--- config.mk ---
export PLATFORM = sky130hd
export DESIGN_NAME = cias_top
export DESIGN_NICKNAME = d
export VERILOG_FILES = /design/src/cias_pkg.sv /design/src/cias_vote.sv /design/src/cias_persist.sv /design/src/cias_top.sv
export SDC_FILE = /design/constraint.sdc
export NUM_CORES = 1
export LEC_CHECK = 0
export ABC_AREA = 1
export BUFFER_PORTS_ARGS = -buffer_cell sky130_fd_sc_hd__buf_2
export CAP_MARGIN = 10
export CELL_PAD_IN_SITES_DETAIL_PLACEMENT = 1
export CELL_PAD_IN_SITES_GLOBAL_PLACEMENT = 2
export CORE_ASPECT_RATIO = 2
export CORE_MARGIN = 1
export CORE_UTILIZATION = 38
export DETAILED_ROUTE_END_ITERATION = 8
export GPL_TIMING_DRIVEN = 0
export HOLD_SLACK_MARGIN = 0.03
export PLACE_DENSITY = 0.86
export SETUP_SLACK_MARGIN = 0.4
export SLEW_MARGIN = 20
export SYNTH_ARGS = -nofsm -noshare
export SYNTH_HDL_FRONTEND = slang
export SYNTH_SLANG_ARGS = --single-unit
--- constraint.sdc ---
create_clock -name clk -period 5.28 [get_ports clk]
set_clock_uncertainty 0.15 [all_clocks]
set_input_delay 0.792 -clock clk [delete_from_list [all_inputs] [get_ports clk]]
set_output_delay 0.792 -clock clk [all_outputs]
set_load 0.1 [all_outputs]
--- src/cias_pkg.sv ---
//////////////////////////////////////////////////////////////////////////////
// Purpose: shared constants, types and helpers for the cooling injection
//          actuation sequencer
// Assumes: 20 MHz system clock, 1 ms prescaled timing tick
// Notes:   long counts are defaults for top-level parameters
//////////////////////////////////////////////////////////////////////////////
package cias_pkg;

   // clock and tick timing
   localparam int unsigned CLK_MHZ = 20;
   localparam int unsigned TICK_US = 1000;
   localparam int unsigned TICK_CYCLES = CLK_MHZ * TICK_US;
   localparam int unsigned TICKS_PER_S = 1_000_000 / TICK_US;

   // persistence times as printed
   localparam int unsigned L1_PERSIST_S = 10;
   localparam int unsigned DWP_PERSIST_MIN = 60;
   localparam int unsigned L1_PERSIST_TICKS = L1_PERSIST_S * TICKS_PER_S;
   localparam int unsigned DWP_PERSIST_TICKS = DWP_PERSIST_MIN * 60 * TICKS_PER_S;

   // time delays after initiation, in ticks (values not given, plain defaults)
   localparam int unsigned INJ_DELAY_TICKS = 5000;
   localparam int unsigned EQ_DELAY_TICKS = 10000;

   // valve and division counts, manual and trip vote thresholds
   localparam int unsigned N_INJ = 8;
   localparam int unsigned N_EQ = 4;
   localparam int unsigned N_DIV = 4;
   localparam logic [2:0] MAN_VOTE_MIN = 3'h2;
   localparam logic [2:0] TRIP_VOTE_MIN = 3'h2;

   // register indices on the plain port (word address)
   localparam logic [7:0] REG_VALVE_ARM = 8'h00;
   localparam logic [7:0] REG_VALVE_FIRE = 8'h01;
   localparam logic [7:0] REG_STATUS = 8'h02;
   localparam logic [7:0] REG_VALVE_OUT = 8'h03;

   // field layout of the valve arm/fire words
   localparam int unsigned FLD_INJ_LSB = 0;
   localparam int unsigned FLD_EQ_LSB = 8;

   // status word bit positions
   localparam int unsigned ST_AUTO_SEAL = 0;
   localparam int unsigned ST_MAN_SEAL = 1;
   localparam int unsigned ST_SEQ_LSB = 2;
   localparam int unsigned ST_EQ_DONE = 4;
   localparam int unsigned ST_DIV_OP_LSB = 8;
   localparam int unsigned ST_VOTE_LSB = 12;

   // sequencer states
   typedef enum logic [1:0] {SEQ_IDLE, SEQ_DELAY, SEQ_DONE} cias_seq_t;

   // divisional trip inputs, one bit per division
   typedef struct packed {
      logic [3:0] l1;
      logic [3:0] l05;
      logic [3:0] dwp;
   } cias_trips_t;

   // squib firing commands
   typedef struct packed {
      logic [7:0] inj;
      logic [3:0] eq;
   } cias_fire_t;

   // number of set bits in a four-bit group
   function automatic logic [2:0] cias_ones4(input logic [3:0] v);
      cias_ones4 = {2'h0, v[0]} + {2'h0, v[1]} + {2'h0, v[2]} + {2'h0, v[3]};
   endfunction

endpackage

--- src/cias_vote.sv ---
//////////////////////////////////////////////////////////////////////////////
// Purpose: two-out-of-four divisional trip vote with division bypass
// Assumes: inputs synchronous to clk
// Notes:   two or more bypass flags are treated as no bypass
//////////////////////////////////////////////////////////////////////////////
module cias_vote
   import cias_pkg::*;
(
   // clock and reset
   input wire logic clk,
   input wire logic rst_n,
   // divisional trips and bypass
   input wire logic [3:0] trip,
   input wire logic [3:0] bypass,
   // voted decision
   output logic voted
);

   logic [3:0] eff;
   logic one_byp;

   // a single bypass drops that division, leaving two of three
   always_comb
   begin
      one_byp = (cias_ones4(bypass) == 3'h1);
      eff = one_byp ? (trip & ~bypass) : trip;
      voted = (cias_ones4(eff) >= TRIP_VOTE_MIN);
   end

   // two live trips always win, whatever the bypass state
   property p_vote_two;
      @(posedge clk) disable iff (!rst_n)
         (cias_ones4(trip & ~bypass) >= TRIP_VOTE_MIN) |-> voted;
   endproperty
   a_vote_two: assert property (p_vote_two) else $error("vote missed two trips"); // [RULE18]

endmodule // cias_vote

--- src/cias_persist.sv ---
//////////////////////////////////////////////////////////////////////////////
// Purpose: persistence timer for one voted trip
// Assumes: tick is a one-cycle pulse from the prescaler
// Notes:   any drop of the trip restarts the count from zero
//////////////////////////////////////////////////////////////////////////////
module cias_persist
   import cias_pkg::*;
#(
   parameter logic [31:0] LIMIT = 32'h0000_000a
)
(
   // clock and reset
   input wire logic clk,
   input wire logic rst_n,
   // timing
   input wire logic tick,
   input wire logic trip,
   // trip held for the full time
   output logic done
);

   typedef struct packed {
      logic [31:0] cnt;
   } cias_pst_t;

   cias_pst_t st_reg;
   cias_pst_t st_next;

   // count ticks while tripped, saturate at the limit
   always_comb
   begin
      st_next = st_reg;
      if (!trip)
         st_next.cnt = 32'h0000_0000; // [RULE16]
      else if (tick && st_reg.cnt < LIMIT)
         st_next.cnt = st_reg.cnt + 32'h0000_0001; // [RULE21]
      done = trip && (st_reg.cnt == LIMIT);
   end

   // state register
   always_ff @(posedge clk or negedge rst_n)
   begin
      if (!rst_n)
         st_reg <= '0;
      else
         st_reg <= st_next;
   end

   property p_restart;
      @(posedge clk) disable iff (!rst_n)
         !trip |=> (st_reg.cnt == 32'h0000_0000) && !done;
   endproperty
   a_restart: assert property (p_restart) else $error("timer not cleared"); // [RULE16]

endmodule // cias_persist

--- src/cias_top.sv ---
//////////////////////////////////////////////////////////////////////////////
// Purpose: actuation sequencer for gravity cooling injection and equalizing
// Assumes: all inputs synchronous to clk; trips come per division
// Notes:   firing outputs are sticky until reset; squibs fire only once
//
// Overview of operation
// RULE1: start injection delay after voted Level 1 trip held 10 seconds.
// RULE2: also start the delay after drywell pressure high held 60 minutes.
// RULE3: when injection delay expires, open all eight injection valves together.
// RULE4: fire four equalizing valves after Level 1 plus delay and Level 0.5 trip; the code starts that delay on any seal-in, automatic or manual.
// RULE5: failed-scram condition blocks automatic injection and equalizing initiation.
// RULE6: any two of four divisional manual arm/fire operations seal in sequencing.
// RULE7: system manual initiation has no effect without the pressure interlock.
// RULE8: operator gives arm and fire on each of two divisional switches.
// RULE9: any arm action on any manual path raises a plant alarm.
// RULE10: each injection valve opens alone by arm then fire, low pressure only.
// RULE11: each equalizing valve opens alone by arm then fire, low pressure only.
// RULE12: backup protection platform keeps its own per-valve arm/fire path.
// RULE13: pool level high and pool level low each raise an alarm.
// RULE14: no single fault in logic or inputs may fire a squib alone.
// RULE15: manual initiation is honoured at any time with interlocks satisfied.
// RULE16: a trip dropping before its persistence time restarts its timer.
// RULE17: once sealed in, the sequence cannot be aborted by the operator.
// RULE18: each trip decision is a two-out-of-four divisional vote.
// RULE19: one bypassed division reduces the vote to two-out-of-three.
// RULE20: injection and equalizing delays are configurable constants.
// RULE21: times count on a prescaled tick; reset clears timers and seal-in.
//////////////////////////////////////////////////////////////////////////////
//
// The placing of the registers and strobed register access are this design's own decisions.
module cias_top
   import cias_pkg::*;
#(
   parameter logic [31:0] TICK_LEN = TICK_CYCLES,
   parameter logic [31:0] L1_TICKS = L1_PERSIST_TICKS,
   parameter logic [31:0] DWP_TICKS = DWP_PERSIST_TICKS,
   parameter logic [31:0] INJ_TICKS = INJ_DELAY_TICKS,
   parameter logic [31:0] EQ_TICKS = EQ_DELAY_TICKS
)
(
   // clock and reset
   input wire logic clk,
   input wire logic rst_n,
   // divisional trips and bypass
   input wire cias_trips_t trips,
   input wire logic [3:0] div_bypass,
   // plant conditions
   input wire logic failed_scram_condition,
   input wire logic low_pressure,
   input wire logic pool_level_high,
   input wire logic pool_level_low,
   // divisional manual switches from the operator display
   input wire logic [3:0] man_arm,
   input wire logic [3:0] man_fire,
   // register port
   input wire logic [7:0] addr,
   input wire logic [31:0] wdata,
   input wire logic wr,
   input wire logic rd,
   output logic [31:0] rdata,
   // squib firing commands and alarms
   output cias_fire_t fire,
   output logic alarm_arm,
   output logic alarm_pool_high,
   output logic alarm_pool_low
);

   typedef struct packed {
      logic [31:0] pre;
      cias_seq_t seq;
      logic auto_seal;
      logic man_seal;
      logic [31:0] dly_a;
      logic [31:0] dly_b;
      logic [31:0] eq_dly;
      logic [3:0] div_arm;
      logic [3:0] div_op;
      logic [11:0] v_arm;
      cias_fire_t fire;
      logic alarm_arm;
      logic pool_hi;
      logic pool_lo;
      logic [31:0] rdata;
   } cias_st_t;

   cias_st_t st_reg;
   cias_st_t st_next;

   logic tick;
   logic v_l1;
   logic v_l05;
   logic v_dwp;
   logic l1_done;
   logic dwp_done;
   logic sealed;
   logic eq_done;
   logic [11:0] vfire;

   //////////////////////////////////////////////////////////////////////////
   // divisional votes
   //////////////////////////////////////////////////////////////////////////

   // level 1 vote
   cias_vote u_vote_l1 (
      .clk(clk),
      .rst_n(rst_n),
      .trip(trips.l1),
      .bypass(div_bypass),
      .voted(v_l1)
   ); // [RULE18] [RULE19]

   // level 0.5 vote
   cias_vote u_vote_l05 (
      .clk(clk),
      .rst_n(rst_n),
      .trip(trips.l05),
      .bypass(div_bypass),
      .voted(v_l05)
   ); // [RULE18] [RULE19]

   // drywell pressure vote
   cias_vote u_vote_dwp (
      .clk(clk),
      .rst_n(rst_n),
      .trip(trips.dwp),
      .bypass(div_bypass),
      .voted(v_dwp)
   ); // [RULE18] [RULE19]

   //////////////////////////////////////////////////////////////////////////
   // persistence timers
   //////////////////////////////////////////////////////////////////////////

   // level 1 must hold ten seconds
   cias_persist #(.LIMIT(L1_TICKS)) u_pers_l1 (
      .clk(clk),
      .rst_n(rst_n),
      .tick(tick),
      .trip(v_l1),
      .done(l1_done)
   ); // [RULE1]

   // drywell pressure must hold sixty minutes
   cias_persist #(.LIMIT(DWP_TICKS)) u_pers_dwp (
      .clk(clk),
      .rst_n(rst_n),
      .tick(tick),
      .trip(v_dwp),
      .done(dwp_done)
   ); // [RULE2]

   //////////////////////////////////////////////////////////////////////////
   // sequencing
   //////////////////////////////////////////////////////////////////////////

   // decoded helpers from current state
   assign tick = (st_reg.pre == TICK_LEN - 32'h0000_0001);
   assign sealed = st_reg.auto_seal || st_reg.man_seal;
   assign eq_done = (st_reg.eq_dly == EQ_TICKS);
   assign vfire = wdata[11:0] & st_reg.v_arm;

   // next-state logic for the whole block
   always_comb
   begin
      st_next = st_reg;

      // tick prescaler
      if (tick)
         st_next.pre = 32'h0000_0000; // [RULE21]
      else
         st_next.pre = st_reg.pre + 32'h0000_0001;

      // automatic seal-in, blocked under failed scram, never released
      if ((l1_done || dwp_done) && !failed_scram_condition)
         st_next.auto_seal = 1'b1; // [RULE1] [RULE2] [RULE5] [RULE17]

      // divisional manual switches: fire counts only after its arm
      st_next.div_arm = st_reg.div_arm | man_arm;
      st_next.div_op = st_reg.div_op | (man_fire & st_reg.div_arm); // [RULE6]

      // two operated divisions seal in, gated by pressure interlock
      if (cias_ones4(st_reg.div_op) >= MAN_VOTE_MIN && low_pressure)
         st_next.man_seal = 1'b1; // [RULE6] [RULE7] [RULE15]

      // redundant delay lanes must both expire so one upset cannot fire
      unique case (st_reg.seq)
         SEQ_IDLE:
         begin
            st_next.dly_a = 32'h0000_0000;
            st_next.dly_b = 32'h0000_0000;
            if (sealed)
               st_next.seq = SEQ_DELAY;
         end
         SEQ_DELAY:
         begin
            if (tick && st_reg.dly_a < INJ_TICKS)
               st_next.dly_a = st_reg.dly_a + 32'h0000_0001; // [RULE20]
            if (tick && st_reg.dly_b < INJ_TICKS)
               st_next.dly_b = st_reg.dly_b + 32'h0000_0001;
            if (st_reg.dly_a == INJ_TICKS && st_reg.dly_b == INJ_TICKS)
               st_next.seq = SEQ_DONE; // [RULE14]
         end
         SEQ_DONE:
         begin
            st_next.fire.inj = '1; // [RULE3]
         end
      endcase

      // equalizing permissive delay runs once sealed
      if (sealed && tick && st_reg.eq_dly < EQ_TICKS)
         st_next.eq_dly = st_reg.eq_dly + 32'h0000_0001; // [RULE20]

      // equalizing needs the delay and level 0.5; failed scram stops auto path
      if (eq_done && v_l05 && (st_reg.man_seal || !failed_scram_condition))
         st_next.fire.eq = '1; // [RULE4] [RULE5]

      // per-valve arm and fire over the register port
      if (wr && addr == REG_VALVE_ARM)
         st_next.v_arm = wdata[11:0];
      if (wr && addr == REG_VALVE_FIRE && low_pressure)
      begin
         st_next.fire.inj = st_next.fire.inj | vfire[FLD_INJ_LSB +: N_INJ]; // [RULE10]
         st_next.fire.eq = st_next.fire.eq | vfire[FLD_EQ_LSB +: N_EQ]; // [RULE11]
      end

      // alarms
      st_next.alarm_arm = (|man_arm) || (|st_next.v_arm); // [RULE9]
      st_next.pool_hi = pool_level_high; // [RULE13]
      st_next.pool_lo = pool_level_low; // [RULE13]

      // read data stands only in the cycle after the strobe
      st_next.rdata = 32'h0000_0000;
      if (rd)
      begin
         unique case (addr)
            REG_VALVE_ARM:
               st_next.rdata = {20'h0_0000, st_reg.v_arm};
            REG_STATUS:
            begin
               st_next.rdata[ST_AUTO_SEAL] = st_reg.auto_seal;
               st_next.rdata[ST_MAN_SEAL] = st_reg.man_seal;
               st_next.rdata[ST_SEQ_LSB +: 2] = st_reg.seq;
               st_next.rdata[ST_EQ_DONE] = eq_done;
               st_next.rdata[ST_DIV_OP_LSB +: N_DIV] = st_reg.div_op;
               st_next.rdata[ST_VOTE_LSB +: 3] = {v_dwp, v_l05, v_l1};
            end
            REG_VALVE_OUT:
               st_next.rdata = {20'h0_0000, st_reg.fire.inj, st_reg.fire.eq};
            default:
               st_next.rdata = 32'h0000_0000;
         endcase
      end
   end

   // one register for all state; reset clears timers and seal-in
   always_ff @(posedge clk or negedge rst_n)
   begin
      if (!rst_n)
         st_reg <= '0; // [RULE21]
      else
         st_reg <= st_next;
   end

   // outputs straight from flops
   assign rdata = st_reg.rdata;
   assign fire = st_reg.fire;
   assign alarm_arm = st_reg.alarm_arm;
   assign alarm_pool_high = st_reg.pool_hi;
   assign alarm_pool_low = st_reg.pool_lo;

   //////////////////////////////////////////////////////////////////////////
   // checks
   //////////////////////////////////////////////////////////////////////////

   property p_inj_all;
      @(posedge clk) disable iff (!rst_n)
         (st_reg.seq == SEQ_DONE) |=> (fire.inj == 8'hff);
   endproperty
   a_inj_all: assert property (p_inj_all) else $error("not all valves open"); // [RULE3]

   property p_delay_first;
      @(posedge clk) disable iff (!rst_n)
         (st_reg.seq != SEQ_DONE &&
            (st_reg.dly_a != INJ_TICKS || st_reg.dly_b != INJ_TICKS)) |=>
            (st_reg.seq != SEQ_DONE);
   endproperty
   a_delay_first: assert property (p_delay_first) else $error("delay skipped"); // [RULE14]

   property p_inhibit;
      @(posedge clk) disable iff (!rst_n)
         (failed_scram_condition && !st_reg.auto_seal) |=> !st_reg.auto_seal;
   endproperty
   a_inhibit: assert property (p_inhibit) else $error("auto seal under inhibit"); // [RULE5]

   property p_seal_hold;
      @(posedge clk) disable iff (!rst_n)
         sealed |=> sealed [*8];
   endproperty
   a_seal_hold: assert property (p_seal_hold) else $error("seal released"); // [RULE17]

   property p_man_interlock;
      @(posedge clk) disable iff (!rst_n)
         (!low_pressure && !st_reg.man_seal) |=> !st_reg.man_seal;
   endproperty
   a_man_interlock: assert property (p_man_interlock) else $error("manual w/o interlock"); // [RULE7]

   property p_man_two;
      @(posedge clk) disable iff (!rst_n)
         (cias_ones4(st_reg.div_op) >= MAN_VOTE_MIN && low_pressure) |=> st_reg.man_seal;
   endproperty
   a_man_two: assert property (p_man_two) else $error("manual vote ignored"); // [RULE6]

   property p_eq_gate;
      @(posedge clk) disable iff (!rst_n)
         ((!eq_done || !v_l05) && !wr) |=> $stable(fire.eq);
   endproperty
   a_eq_gate: assert property (p_eq_gate) else $error("equalize without cause"); // [RULE4]

   property p_arm_alarm;
      @(posedge clk) disable iff (!rst_n)
         (|man_arm) |=> alarm_arm;
   endproperty
   a_arm_alarm: assert property (p_arm_alarm) else $error("arm alarm missing"); // [RULE9]

   property p_valve_lowp;
      @(posedge clk) disable iff (!rst_n)
         (!low_pressure && st_reg.seq != SEQ_DONE && !v_l05) |=> $stable(fire);
   endproperty
   a_valve_lowp: assert property (p_valve_lowp) else $error("valve fired at pressure"); // [RULE10]

   property p_pool;
      @(posedge clk) disable iff (!rst_n)
         (pool_level_high ##0 pool_level_low) |=> (alarm_pool_high && alarm_pool_low);
   endproperty
   a_pool: assert property (p_pool) else $error("pool alarm missing"); // [RULE13]

endmodule // cias_top

# ---- Yosys cells after proc, flatten, opt, wreduce, memory -nomap -nowiden
# Cells that the tools add are included.
dict set report totals {
  reg_bits 263
  latch_bits 0
  mem_bits_rw 0
  rom_bits 0
  in_bits 72
  output_inout_bits 47
  memories 0
}
dict set report classes {
  addsub 21
  n_mul 0
  div_mod_pow 0
  n_lt_le_gt_ge 9
  n_eq_ne 18
  n_shift 0
  n_mux 22
  bitwise_logic 10
  n_reduce_logical 29
}
# operator n
set ops {}
lappend ops {{two-way mux 32 bit} 7}
lappend ops {{adder 32 x 1 -> 32 bit (second input constant)} 6}
lappend ops {{one-hot mux 64 bit (2 select lines)} 1}
lappend ops {{equality test 32 x 13 -> 1 bit (second input constant)} 2}
lappend ops {{equality test 32 x 14 -> 1 bit (second input constant)} 2}
lappend ops {{less-than comparator 32 x 13 -> 1 bit (second input constant)} 2}
lappend ops {{less-than comparator 32 x 14 -> 1 bit (second input constant)} 2}
lappend ops {{equality test 32 x 15 -> 1 bit (second input constant)} 1}
lappend ops {{equality test 32 x 22 -> 1 bit (second input constant)} 1}
lappend ops {{less-than comparator 32 x 22 -> 1 bit (second input constant)} 1}
lappend ops {{adder 3 x 1 -> 3 bit} 9}
lappend ops {{two-way mux 12 bit} 2}
lappend ops {{one-hot mux 7 bit (3 select lines)} 1}
lappend ops {{bitwise AND 4 bit} 4}
lappend ops {{equality test 8 x 2 -> 1 bit (second input constant)} 2}
lappend ops {{logical AND 1 bit} 16}
lappend ops {{two-way mux 4 bit} 4}
lappend ops {{two-way mux 15 bit} 1}
lappend ops {{one-hot mux 5 bit (3 select lines)} 1}
lappend ops {{bitwise AND 12 bit} 1}
lappend ops {{greater-or-equal comparator 3 x 2 -> 1 bit (second input constant)} 4}
lappend ops {{inequality test 2 bit (second input constant)} 6}
lappend ops {{bitwise OR 4 bit} 3}
lappend ops {{OR reduction 12 bit} 1}
lappend ops {{other kinds (20)} 29}

# ---- Depth between registers and ports, before layout
dict set report logic_depth {
  depth_word 14
  depth_mapped 18
  ltp_nobuf 17
}

# ---- By module
# Synthesis repeated with hierarchy kept, for this count alone.
dict set report hier_totals {
  cells_unflattened 1762
  hier_area_um2 13500.4
}
# module n_inst cells_each area_per_inst_um2 seq_area_each_um2
set modules_own_cells {}
lappend modules_own_cells {cias_top 1 1160 9202.6 4554.4}
lappend modules_own_cells {{cias_persist at u_pers_dwp} 1 305 2015.7 800.8}
lappend modules_own_cells {{cias_persist at u_pers_l1} 1 234 1835.5 800.8}
lappend modules_own_cells {cias_vote 3 21 148.9 0.0}

# ---- Least setup slack after synthesis
# Ideal clock, no wire load.
dict set report synth_path {
  path_type {in2reg}
  from {in div_bypass[0]}
  to {reg u_pers_dwp.st_reg[12] in the netlist's numbering}
  setup_ps 117
  arrival_time_ps 3383
  setup_slack_ps 1630
  cell_stages 18
  path_cell_list {ha_1 > inv_1 > fa_1 > inv_1 > ha_1 > nor3_2 > nand2_1 > nand2_1 > inv_1 > ha_1 > ha_1 > nand3_1 > nand2_2 > inv_1 > buf_2 > nor2_1 > nand2_1 > nand2_1}
}
dict set report synth_between {
  elab_chain_len 10
  word_cells_on_any_way 13
  classes_between {6 x add/sub; 1 x order compare; 2 x eq/ne; 2 x mux; 2 x bitwise}
}
# item line_no
set synth_lines {}
lappend synth_lines {{start: declaration} cias_top.sv:46} ;# input wire logic [3:0] div_bypass,
lappend synth_lines {{adder 1 x 1 -> 2 bit} cias_pkg.sv:68} ;# cias_ones4 = {2'h0, v[0]} + {2'h0, v[1]} + {2'h0, v[2]} + {2'h0, v[3]};
lappend synth_lines {{adder 3 x 1 -> 3 bit (2 in series)} cias_pkg.sv:68}
lappend synth_lines {{equality test 3 x 1 -> 1 bit} cias_vote.sv:25} ;# one_byp = (cias_ones4(bypass) == 3'h1);
lappend synth_lines {{two-way mux 4 bit (*)} cias_vote.sv:26} ;# eff = one_byp ? (trip & ~bypass) : trip;
lappend synth_lines {{adder 1 x 1 -> 2 bit} cias_pkg.sv:68}
lappend synth_lines {{adder 3 x 1 -> 3 bit} cias_pkg.sv:68}
lappend synth_lines {{adder 3 x 1 -> 3 bit (*)} cias_pkg.sv:68}
lappend synth_lines {{greater-or-equal comparator 3 x 2 -> 1 bit (*)} cias_vote.sv:27} ;# voted = (cias_ones4(eff) >= TRIP_VOTE_MIN);
lappend synth_lines {{inequality test 2 bit (no line) / two-way mux 32 bit (equally long branches)} n/a}
lappend synth_lines {{end signal: assignment} cias_persist.sv:46} ;# st_reg <= st_next;
lappend synth_lines {{end: declaration} cias_persist.sv:26} ;# cias_pst_t st_reg;
# Every way passes the cells marked *; elsewhere a longest branch is shown, timed or not.
# A chain may end at the register's enable or synchronous reset.

# ---- Worst setup path after layout
dict set report layout_path {
  from {in div_bypass[0]}
  to {reg st_reg[164] in the netlist's numbering}
}
dict set report layout_between {
  elab_chain_len 12
  word_cells_on_any_way 21
  classes_between {9 x add/sub; 2 x order compare; 1 x eq/ne; 2 x mux; 3 x bitwise; 4 x reduce/logical}
}
# item line_no
set layout_lines {}
lappend layout_lines {{adder 1 x 1 -> 2 bit} cias_pkg.sv:68}
lappend layout_lines {{adder 3 x 1 -> 3 bit (2 in series)} cias_pkg.sv:68}
lappend layout_lines {{equality test 3 x 1 -> 1 bit} cias_vote.sv:25}
lappend layout_lines {{two-way mux 4 bit} cias_vote.sv:26}
lappend layout_lines {{adder 1 x 1 -> 2 bit} cias_pkg.sv:68}
lappend layout_lines {{adder 3 x 1 -> 3 bit (2 in series)} cias_pkg.sv:68}
lappend layout_lines {{greater-or-equal comparator 3 x 2 -> 1 bit} cias_vote.sv:27}
lappend layout_lines {{logical AND 1 bit} cias_persist.sv:37} ;# done = trip && (st_reg.cnt == LIMIT);
lappend layout_lines {{logical OR 1 bit (*)} cias_top.sv:174} ;# if ((l1_done || dwp_done) && !failed_scram_condition)
lappend layout_lines {{logical AND 1 bit (*)} cias_top.sv:174}
lappend layout_lines {{end signal: assignment} cias_top.sv:261} ;# st_reg <= st_next;
lappend layout_lines {{end: declaration} cias_top.sv:86} ;# cias_st_t st_reg;
# Marks and branches as above.

==> impl_metrics.ini <==
[layout]
fillers = 4328
drive_gt1_frac = 0.119
postLayoutCoreUtil = 0.441
stdcell_count = 2308
nets = 1943
design_area_um2 = 15100
largest_reg_flops = 152
n_antenna_cell = 0
syn_to_final_growth_pct = 14.6

[cts]
cts_buffers = 24
clock-root-buffer = clkbuf_16
cts_setup_buffers = 0
ctsHoldBuffers = 1
cts_tree = built
cts_resized = 0
cts.sinks = 246
cts.reportedPaths.clkPinSlew_ps = 70
clockBufferDepth = 3
clk_latency_ps = 560
h-tree-depth = 1

[power]
p_clk_frac = 0.440
totalPowerFinal_mw = 4.04
combPwrFrac = 0.086
pwr_density_cell_nw_per_um2 = 268
p_leak_nw = 7.57
pwr-share-seq = 0.474
peakVddDrop_v = 0.000248
p_sw_mw = 1.07
p_int_mw = 2.97
switching_share = 0.265

[drt]
wire_per_inst_um = 16.9
vias = 11300
drc = 0
drt-initial-drc-count = 298
wl_um = 39100
via_per_inst = 4.88
dr.pass1.iters = 4
ant_nets = 0

[yosys]
yosysWarnings = 0
synth_edf_count = 0
syn_avg_cell_area_um2 = 7.64
synth_area_leaders = dfrtp_1 47%, nand2_1 12%, nor2_1 9.0%
netlist_instances = 1723
yosysTopAreaCell = dfrtp_1
ys_types = 44
async_flop_share = 1.00
netlist_top_cells_count = 427 x nand2_1, 314 x nor2_1, 246 x dfrtp_1, 211 x inv_1, 166 x nand3_1
syn_area_um2 = 13200
synth.yosys.seq_area_share = 0.468
ys_seq_elements = 246
synth-main-ff-cell = dfrtp_1
synthMostInstantiatedCell = nand2_1
synth_top_area_share = 0.468

[global_route]
grt_pass1_vias = 12500
antenna_found_initial = 0
grt_max_degree = 81
gr-total-overflow = 0
grt_usage = 0.230
grt_pass1_wl_um = 63500

[setup_path]
cp_max_fo = 10
crit_arrival_ps = 4430
required_ps = 5610
crit_slowest_cell = clkbuf_1
start_kind = primary input
critical-path-max-stage-delay_ps = 440
crit_type = in2reg
end_kind = flip-flop
cp_common_cell = nand2_1
path_cells = buf_2 > ha_1 > inv_1 > fa_1 > inv_1 > ha_1 > nor3_2 > nand2_1 > nand2_1 > inv_1 > ha_1 > ha_1 > nand3_1 > nand2_1 > clkbuf_1 > nand3_1 > nand2_1 > nand2_1 > nand2_1

[die]
coreArea_um2 = 34200
io_pins = 119
die_area_um2 = 35400
num_rows = 96
dieHeight_um = 265
start_util = 0.385
die_x_um = 134

[sta]
worstMarginPinSlew_ps = 995
hold_slack_ps = 209
period_minus_slack_ps = 4100
setup_violations = 0
setup_tns_ps = 0
max_slew_margin = 0.334
fmax_ghz = 0.244
timing.final.ws_setup_ps = 1180
rsz0062_at_grt = no
finalCritPeriodShare = 0.776
hold_viol_final = 0
slew_violations = 0

[placement]
io_buffers = 81
hpwl_um = 30500
dp.cells = 2264
post_dp_cell_area_um2 = 14300
place.gp.congestion = 0.859
dp_slack_ps = 626

[hold_path]
hold_class = in2reg

[outcome]
status = completed

[run]
max-cap-violations = 0
## layout by cell type, fill, tap and decap left out, types with 10 or more instances in the layout
cell         n
xor2_1      56
conb_1      17
o21ai_0     12
nand3_1    166
dfrtp_1    246
inv_1      211
a21oi_1     10
xnor2_1     28
nand2_1    427
nor2_1     314
buf_2       96
nor3_1      39
clkbuf_16   24
nand4_1     31
clkbuf_1    34
ha_1        19
buf_4       45
## layout make-up
class,instances,area (um^2),share of cell area
flip-flops and latches,246,6160,0.408
repair buffers,85,508,0.0337
clock buffers,33,664,0.0440
plain buffers,98,594,0.0394
inverters,217,815,0.0540
clock inverters,10,120,0.00796
multi-input cells,1178,5680,0.376
well taps,441,552,0.0366
## kinds of logic (layout without fill, tap and decap cells)
family                   after synthesis  count (layout)  share of synthesized area
other                                  1              17                   0.000285
buffers and inverters                315             443                      0.107
AO/OA/AOI/OAI                         40              40                     0.0182
AND/OR/NAND/NOR                     1016            1016                      0.330
XOR/XNOR                              84              84                     0.0559
adder cells (fa/ha/maj)               21              21                     0.0211
flip-flops                           246             246                      0.468
## power groups by stage
stage,registers (mW),logic (mW),clock network [mW]
floorplan,1.95,0.209,0
global placement,1.95,0.336,0
detailed placement,1.95,0.354,0
CTS,1.92,0.355,1.83
global route,1.92,0.386,1.88
finish,1.92,0.347,1.78
## worst max-delay path, delay by kind of cell
family                     cells  cell delay, ps
and+or+nand+nor                9            1530
adders and majority gates      5            1380
buffers and inverters          5             710
## layer usage
layer	routed length [um]	global-route usage	vias up
met1	13200	0.207	5490
met2	22700	0.476	199
met3	954	0.0223	103
li1	-	-	5474
met4	2240	0.133	0
met5	0	0	-
## path summary, 6_finish.rpt
kind,from,endpoint,slack [ps],depth (start not counted)
min reg2reg,st_reg[83],st_reg[83],310,1
max reg2reg,st_reg[167],st_reg[111],2970,10
max,div_bypass[0],st_reg[164],1180,19
max in group asynchronous,rst_n,st_reg[61],2940,5
min in group asynchronous,rst_n,u_pers_l1.st_reg[12],560,2
min,pool_level_high,alarm_pool_high,210,1
Power figures use the tool's default switching activity.
